`src/hw/sar_adc_pkg.sv`:
```
// shared types and constants for the converter control and readout block
package sar_adc_pkg;
    localparam int RESULT_W = 18;
    localparam int CLK_PERIOD_NS = 10;
    localparam int CONV_TIME_NS = 650;
    localparam int CONV_CYCLES = (CONV_TIME_NS + CLK_PERIOD_NS - 1) / CLK_PERIOD_NS;
    localparam int TRIM_CONVS = 3;
    localparam logic [RESULT_W-1:0] RESULT_RESET = 18'h00000;
    localparam logic [RESULT_W-1:0] ALL_ONES = 18'h3FFFF;
    localparam logic [RESULT_W-1:0] CODE_SIGN = 18'h20000;
    localparam int TAIL_W = 2;
    localparam int MID_LO = 2;
    localparam int MID_W = 8;
    localparam int TAIL_LO_PIN = 2;
    localparam int TAIL_HI_PIN = 10;
    localparam int OCTET_LO_PIN = 10;

    typedef enum logic [1:0] {
        ST_SAMPLE = 2'b00,
        ST_CONVERT = 2'b01,
        ST_HOLD_IDLE = 2'b10
    } conv_state_t;

    typedef struct packed {
        logic chip_select_n;
        logic read_n;
        logic tail_bits_select;
        logic octet_shift_select;
    } bus_ctrl_t;
endpackage

```
`src/hw/sar_adc_conversion_readout.sv`:
```
// conversion control and parallel readout of an 18-bit sar converter
// What this block does
// - convert strobe fall with select low enters hold
// - busy high for whole conversion
// - sampling restarts on busy or select fall
// - drive pins only when select, read low
// - result in offset two's complement code
// - both selects low: full 18-bit word
// - tail select: lsbs on pins 3-2
// - octet select: bits 9-2 upper pins
// - both selects: lsbs on pins 11-10
// - multiword reads toggled or held read
// - first three conversions are trim loads
// - strobe fall with select low during conversion resets
// - select fall during conversion resets
// - reset clears latches, drops busy
// - internal timing, 650 ns conversion
`timescale 1ns/1ps
`default_nettype none
module sar_adc_conversion_readout
    import sar_adc_pkg::*;
#(
    parameter int CONV_COUNT = CONV_CYCLES
)(
    input wire logic clk, // 100 MHz clock
    input wire logic rst_n, // async active-low reset
    input wire logic clk_en, // freezes all state except the reset synchroniser when low
    input wire logic convert_strobe_n, // convert strobe, active low
    input wire sar_adc_pkg::bus_ctrl_t bus_ctrl, // select, read, word selects
    input wire logic [sar_adc_pkg::RESULT_W-1:0] sample_code, // quantised input
    output logic busy, // conversion in progress
    output logic sampling, // track phase active
    output logic result_valid, // result past trim conversions
    output logic [sar_adc_pkg::RESULT_W-1:0] parallel_out_pins, // data out
    output logic parallel_out_oe // high while pins are driven
);
    import sar_adc_pkg::*;

    // timer width, enough for the longest count allowed below
    localparam int COUNT_W = 13;
    localparam int COUNT_LIMIT = 4096;

    // refuse counts the conversion timer cannot hold
    if (CONV_COUNT < 1 || CONV_COUNT > COUNT_LIMIT)
    begin : g_bad_count
        $error("CONV_COUNT out of range");
    end

    // release is synchronised so every flop leaves reset on one edge
    logic rst_meta;
    logic rst_sync_n;
    always_ff @(posedge clk or negedge rst_n)
    begin
        if (!rst_n)
        begin
            rst_meta <= 1'b0;
            rst_sync_n <= 1'b0;
        end
        else
        begin
            rst_meta <= 1'b1;
            rst_sync_n <= rst_meta;
        end
    end

    conv_state_t state;
    conv_state_t next_state;
    logic [COUNT_W-1:0] count;
    logic [1:0] trim_count;
    logic strobe_prev;
    logic select_prev;
    logic [RESULT_W-1:0] held_code;
    logic [RESULT_W-1:0] result_bits;

    // edges count only on enabled cycles, so a frozen block ignores them
    wire strobe_fall = clk_en & strobe_prev & ~convert_strobe_n;
    wire select_fall = clk_en & select_prev & ~bus_ctrl.chip_select_n;
    wire in_conv = (state == ST_CONVERT);
    wire start_conv = strobe_fall & ~bus_ctrl.chip_select_n & ~in_conv;
    wire abort_strobe = strobe_fall & ~bus_ctrl.chip_select_n & in_conv;
    wire abort_select = select_fall & in_conv;
    // either abort sends the engine straight back to sampling
    wire self_reset = abort_strobe | abort_select;
    wire conv_done = in_conv & (count == COUNT_W'(CONV_COUNT - 1));

    always_comb
    begin
        next_state = state;
        case (state)
            ST_SAMPLE:
                if (start_conv)
                    next_state = ST_CONVERT;
            ST_CONVERT:
                if (self_reset)
                    next_state = ST_SAMPLE;
                else if (conv_done)
                    next_state = bus_ctrl.chip_select_n ? ST_HOLD_IDLE
                                                        : ST_SAMPLE;
            // select stayed high at the end: wait for its fall to track
            ST_HOLD_IDLE:
                if (select_fall)
                    next_state = ST_SAMPLE;
                else if (start_conv)
                    next_state = ST_CONVERT;
            default:
                next_state = ST_SAMPLE;
        endcase
    end

    always_ff @(posedge clk or negedge rst_sync_n)
    begin
        if (!rst_sync_n)
        begin
            state <= ST_SAMPLE;
            strobe_prev <= 1'b1;
            select_prev <= 1'b1;
        end
        else if (clk_en)
        begin
            state <= next_state;
            strobe_prev <= convert_strobe_n;
            select_prev <= bus_ctrl.chip_select_n;
        end
    end

    always_ff @(posedge clk or negedge rst_sync_n)
    begin
        if (!rst_sync_n)
            count <= '0;
        else if (clk_en)
        begin
            if (start_conv || !in_conv)
                count <= '0;
            else
                count <= count + COUNT_W'(1);
        end
    end

    always_ff @(posedge clk or negedge rst_sync_n)
    begin
        if (!rst_sync_n)
            held_code <= RESULT_RESET;
        else if (clk_en && start_conv)
            held_code <= sample_code;
    end

    always_ff @(posedge clk or negedge rst_sync_n)
    begin
        if (!rst_sync_n)
            result_bits <= RESULT_RESET;
        else if (clk_en)
        begin
            // an abort in the last timer cycle wins and leaves zeros
            if (self_reset)
                result_bits <= RESULT_RESET;
            else if (conv_done)
                result_bits <= held_code;
        end
    end

    // saturates, so the valid flag stays up after trim
    // count trim conversions
    always_ff @(posedge clk or negedge rst_sync_n)
    begin
        if (!rst_sync_n)
            trim_count <= '0;
        else if (clk_en && conv_done && !self_reset
                 && trim_count != 2'(TRIM_CONVS))
            trim_count <= trim_count + 2'd1;
    end

    // the comb term lets busy rise in the cycle the fall is seen
    // busy follows strobe fall
    assign busy = in_conv | start_conv;
    assign sampling = (state == ST_SAMPLE) & ~start_conv;
    assign result_valid = (trim_count == 2'(TRIM_CONVS));

    logic [RESULT_W-1:0] tail_low;
    logic [RESULT_W-1:0] tail_high;
    logic [RESULT_W-1:0] octet_mid;
    always_comb
    begin
        tail_low = ALL_ONES;
        tail_high = ALL_ONES;
        octet_mid = ALL_ONES;
        tail_low[TAIL_LO_PIN +: TAIL_W] = result_bits[TAIL_W-1:0];
        tail_high[TAIL_HI_PIN +: TAIL_W] = result_bits[TAIL_W-1:0];
        octet_mid[OCTET_LO_PIN +: MID_W] = result_bits[MID_LO +: MID_W];
    end

    // read may stay low between words
    wire sel_full = ~bus_ctrl.octet_shift_select & ~bus_ctrl.tail_bits_select;
    wire sel_tail = ~bus_ctrl.octet_shift_select & bus_ctrl.tail_bits_select;
    wire sel_octet = bus_ctrl.octet_shift_select & ~bus_ctrl.tail_bits_select;
    wire [RESULT_W-1:0] slice =
        sel_full ? result_bits :
        sel_tail ? tail_low :
        sel_octet ? octet_mid : tail_high;

    // drive only on select and read
    assign parallel_out_oe = ~bus_ctrl.chip_select_n & ~bus_ctrl.read_n;
    // pins always carry the slice; oe tells the pad when they count
    assign parallel_out_pins = slice;
endmodule
`default_nettype wire

```
`config.mk`:
```
export PLATFORM = sky130hd
export DESIGN_NAME = sar_adc_conversion_readout
export DESIGN_NICKNAME = d
export VERILOG_FILES = /design/src/hw/sar_adc_pkg.sv /design/src/hw/sar_adc_conversion_readout.sv
export SDC_FILE = /design/constraint.sdc
export NUM_CORES = 1
export LEC_CHECK = 0
export BUFFER_PORTS_ARGS = -buffer_cell sky130_fd_sc_hd__buf_2
export CORE_MARGIN = 4
export CORE_UTILIZATION = 55
export CTS_CLUSTER_SIZE = 20
export DETAILED_ROUTE_END_ITERATION = 10
export GPL_TIMING_DRIVEN = 0
export PLACE_DENSITY = 0.87
export SLEW_MARGIN = 20
export SYNTH_ARGS = -nofsm -noshare
export SYNTH_HDL_FRONTEND = slang
export SYNTH_SLANG_ARGS = --single-unit
export TNS_END_PERCENT = 30
```
`constraint.sdc`:
```
create_clock -name clk -period 2.6 [get_ports clk]
set_clock_uncertainty 0.2 [all_clocks]
set_input_delay 0.13 -clock clk [delete_from_list [all_inputs] [get_ports clk]]
set_output_delay 0.13 -clock clk [all_outputs]
set_load 0.005 [all_outputs]
```
Yosys cells after proc, flatten, opt, wreduce, memory -nomap -nowiden
Cells that the tools add are included.

cells by class
  shift operators = 0
  divide/modulo/power cells = 0
  reduce and logical (&&, ||, !) cells = 11
  magnitude comparators = 0
  multipliers = 0
  bitwise logic cells = 23
  add/subtract/negate cells = 2
  multiplexer cells = 12
  eq/ne operators = 6

operators with widths
  operator               number
  $mux 18                5
  $and 1x1->1            14
  $add 13x1->13 const B  1
  $eq 13x7->1 const B    1
  $mux 13                1
  $mux 2                 5
  $not 1->1              7
  $pmux 2 s3             1
  $eq 2x2->1 const B     2
  $logic_and 1x1->1      4
  $reduce_and 2->1       2
  $ne 3x1->1 const B     1
  $add 2x1->2 const B    1
  $eq 2x1->1 const B     1
  $logic_not 1->1        2
  $logic_not 2->1        1
  $ne 2x2->1 const B     1
  $or 1x1->1             2
  $reduce_bool 2->1      1
  $logic_or 1x1->1       1

storage, ports and cells
  latch bits = 0
  register bits = 57
  ROM bits = 0
  RAM bits = 0
  logic and storage cells = 63
  memories = 0
  output and inout port bits = 22

Longest topological paths before layout
  depth in word-level cells = 8
  depth in mapped cells = 7
  mapped depth without buffers = 6

Least setup slack after synthesis
OpenSTA, ideal clock, no wires.

  path kind = register -> register
  start point = register count[0]
  end point = register trim_count[1]
  required time = 2.275 ns
  path slack = 0.319 ns
  period minus slack after synthesis = 2.281 ns
  arrival time = 1.956 ns
  stages on the path, launching flop included = 7
  cell sequence = dfrtp_1 -> inv_1 -> ha_1 -> or4b_1 -> nor4_4 -> nor3b_2 -> mux2_2

between the ends
  cells in the longest elaborated chain, start to end = 5

RTL lines
  what                            line                               RTL
  from (decl)                     sar_adc_conversion_readout.sv:68   logic [COUNT_W-1:0] count;
  from (signal assigned)          sar_adc_conversion_readout.sv:135  count <= count + COUNT_W'(1);
  $eq 13x7->1                     sar_adc_conversion_readout.sv:84   wire conv_done = in_conv & (count == COUNT_W'(CONV_COUNT - 1));
  $and 1x1->1                     sar_adc_conversion_readout.sv:84
  $logic_and 1x1->1 (2 in a row)  sar_adc_conversion_readout.sv:167  else if (clk_en && conv_done && !self_reset
  $logic_and 1x1->1               sar_adc_conversion_readout.sv:168  && trim_count != 2'(TRIM_CONVS))
  to (signal assigned)            sar_adc_conversion_readout.sv:169  trim_count <= trim_count + 2'd1;
  to (decl)                       sar_adc_conversion_readout.sv:69   logic [1:0] trim_count;

No other way between the ends.
A chain may end at the register's enable or synchronous reset.

Worst setup path in the final report
  start point = register count[0]
  end point = register result_bits[13]

between the ends
  cells in the longest elaborated chain, start to end = 4

RTL lines
  what                         line                               RTL
  $eq 13x7->1                  sar_adc_conversion_readout.sv:84
  $and 1x1->1                  sar_adc_conversion_readout.sv:84
  $reduce_bool 2->1 (no line)  -
  $reduce_and 2->1 (no line)   -
  to (signal assigned)         sar_adc_conversion_readout.sv:157  result_bits <= held_code;
  to (decl)                    sar_adc_conversion_readout.sv:73   logic [RESULT_W-1:0] result_bits;

No other way between the ends.

==> reports/metrics.yaml <==
synthCells: 222
cts_root_buf: "clkbuf_8"
finalPower_w: 0.00212
grt_antenna_before_repair: 0
num_vias: 1992
cts_buffers: 9
synth_xor_area_share_pct: 1.64
ant_nets: 0
path_clk_slew_ps: 80
finalSetupViolCount: 0
rr_worst_depth: 7
irDropWorstVdd_uv: 365
initial_core_util_pct: 56.6
synthesis.area_um2: 2670
hold_end: "rst_sync_n"
die-area_um2: 6040
final_max_slew_viol_count: 0
final.period_utilization_pct: 95.4
tns_ps: 0
layout_commonest_cell: "dfrtp_1"
synthAdderAreaFrac_pct: 1.40
clk_latency_ps: 350
cap_viol_max_count: 0
area_growth_pct: 26.8
rsz0062_at_grt: "no"
cts_resized: 0
power_density_nw_per_um2: 626
postCtsSetupBuffers: 0
htreeDepth: 3
tightest_slew_ps: 688
path_cells: "inv_1 -> ha_1 -> or4b_1 -> nor3_2 -> nor3b_4 -> buf_6 -> a22o_2"
routed_via_density: 5.31
port_buffers: 47
clkSinkCount: 57
dp.cells: 336
clock.fmax_mhz: 403
synthMuxAreaShare_pct: 9.64
grt-ovfl-total: 0
reg2reg_from: "count[0]"
finalHoldViolCount: 0
synth_compound_area_share_pct: 15.4
relSlewSlack_pct: 54.1
required_ps: 2680
cp-end-kind: "flip-flop"
drive_gt1_share_pct: 35.4
period_needed_ps: 2480
die_w_um: 77.7
critPathMaxStageDelay_ps: 530
drc: 0
grt.total_usage_pct: 20.9
synth_top_family_by_area: "simple AND/OR/NAND/NOR gates"
status: "complete, no violations"
met1_usage_pct: 26.3
postCtsHoldBufs: 23
worst_setup_path_start_kind: "flip-flop"
drt-total-wl_um: 5730
worst_ep_arrival_time_ps: 2560
core_um2: 4720
pre_cts_slack_ps: 161
worstSetupPathType: "reg2reg"
final_cells: 375
seq_area_frac_synth_pct: 53.5
place.detailed.hpwl_um: 3820
synthesis.nets: 251
num_antenna_cells: 0
drtIter0Drc: 154
first_pass_iters: 4
wl_per_cell_um: 15.3
cp_max_fo: 10
critPathSlowestCell: "or4b_1"
crit_buf_inv: 2
syn_area_per_cell_um2: 12.0
grt_pass1_vias: 2065
synth-seq-cells: 57
rr_endpoint: "result_bits[13]"
use_met3_pct: 5.10
cts_max_path_buffers: 2
hold_path_depth: 0
nets: 332
yosys.area_share.simple_pct: 15.4
grt_util_met2_pct: 32.9
final_cell_mix: "dfrtp_1 (54), buf_2 (48), dlygate4sd3_1 (23)"
grt_pass1_wl_um: 9720
grt.busiest_layer: "met2"
grt_max_degree: 56
finalWorstSetupSlack_ps: 119
fillers: 329
hp-start: "rst_meta"
p_leak_nw: 1.63
rrSetupSlack_ps: 120
rows: 25
pin_count: 48
hp-class: "reg2reg"
place.gp.congestion: 0.841
synth_cell_types: 42
cts_tree: "yes"
crit_family: "simple AND/OR/NAND/NOR gates"
fp.dieH_um: 77.7
yosysWarnings: 0
through the flow:
| step | hold WS [ps] | util, % | cell area (µm²) |
|---|---|---|---|
| floorplan | -366 | - | 2670 |
| global placement | -285 | 63.3 | 2990 |
| finish | 153 | 71.7 | 3390 |
| global route | 160 | 71.7 | 3390 |
| detailed placement | -283 | 63.4 | 3000 |
| CTS | 152 | 71.7 | 3390 |
cell families (layout without fill, tap and decap cells):
kind of cell | after synthesis | in the layout
AND/OR/NAND/NOR | 67 | 67
flip-flops | 57 | 57
AO/OA/AOI/OAI | 51 | 51
multiplexers | 23 | 23
buffers and inverters | 15 | 101
XOR/XNOR | 5 | 5
adder cells (fa/ha/maj) | 3 | 3
other | 1 | 1
power by group:
group	internal, W	switching (W)
Clock	0.000338	0.000372
Combinational	0.000179	0.000146
Sequential	0.000991	0.0000940
Total	0.00151	0.000612
worst register-to-register path: stages, from the launching register on:
cell     delay [ps]
dfrtp_1         400
inv_1           100
ha_1            170
or4b_1          530
nor3_2          200
nor3b_4         470
buf_6           210
a22o_2          140
sequential cells by signal, indices dropped and copies added, names as in the netlist:
name	flops
count	13
rst_sync_n	1
rst_meta	1
trim_count	2
held_code	18
state	2
select_prev	1
result_bits	18
strobe_prev	1
routing by layer:
metal / wire, µm / vias to the layer above
li1: - / 977
met1: 2500 / 948
met2: 2740 / 56
met3: 309 / 11
met4: 174 / 0
met5: 0 / -
synthesized netlist by cell type:
cell,n,area (µm²)
a21o_1,3,22.5
nand2_1,11,41.3
a211o_1,9,78.8
o31ai_1,2,15.0
inv_1,6,22.5
nor3b_4,1,18.8
mux2_2,22,248
nor4_1,3,18.8
or3_1,12,75.1
buf_2,1,5.00
or4_4,1,11.3
nor2b_1,9,56.3
nand2b_1,4,25.0
or2_2,2,12.5
o21ai_0,8,40.0
nor4_4,1,21.3
nor3b_2,1,12.5
dfrtp_1,55,1380
clkbuf_1,6,22.5
or4b_1,1,10.0
buf_6,1,11.3
nand4b_1,1,8.76
a21oi_4,1,16.3
a22o_1,9,78.8
o22a_1,2,17.5
nor3_2,1,10.0
mux2i_1,1,10.0
a21oi_1,4,20.0
or4_1,1,7.51
conb_1,1,3.75
nand4_1,2,12.5
nand3_1,5,25.0
a21oi_2,1,8.76
xor2_1,2,17.5
xnor2_1,3,26.3
dfstp_2,2,52.6
a211oi_1,2,15.0
clkbuf_8,1,13.8
nor2_1,7,26.3
nor3_1,4,20.0
ha_1,3,37.5
a22o_2,10,100
worst max-delay path by stage:
stage               depth (start not counted)               to  startpoint  slack (ps)
finish                                      7  result_bits[13]    count[0]         120
global route                                7   result_bits[9]    count[0]          40
CTS                                         6    trim_count[1]    count[0]         130
detailed placement                          6    trim_count[1]    count[0]         160
global placement                            0   result_bits[0]  rst_sync_n         160
floorplan                                   6    trim_count[1]    count[0]         320
final cells by class:
class	instances	area [µm²]	share of cell area [%]
Timing Repair Buffer	70	465	13.7
Inverter	6	22.5	0.665
Clock buffer	10	128	3.77
Buffer	9	52.6	1.55
Tap cell	67	83.8	2.47
Multi-Input combinational cell	150	1170	34.5
Clock inverter	6	35.0	1.03
Sequential cell	57	1430	42.3
Power figures use the tool's default switching activity.
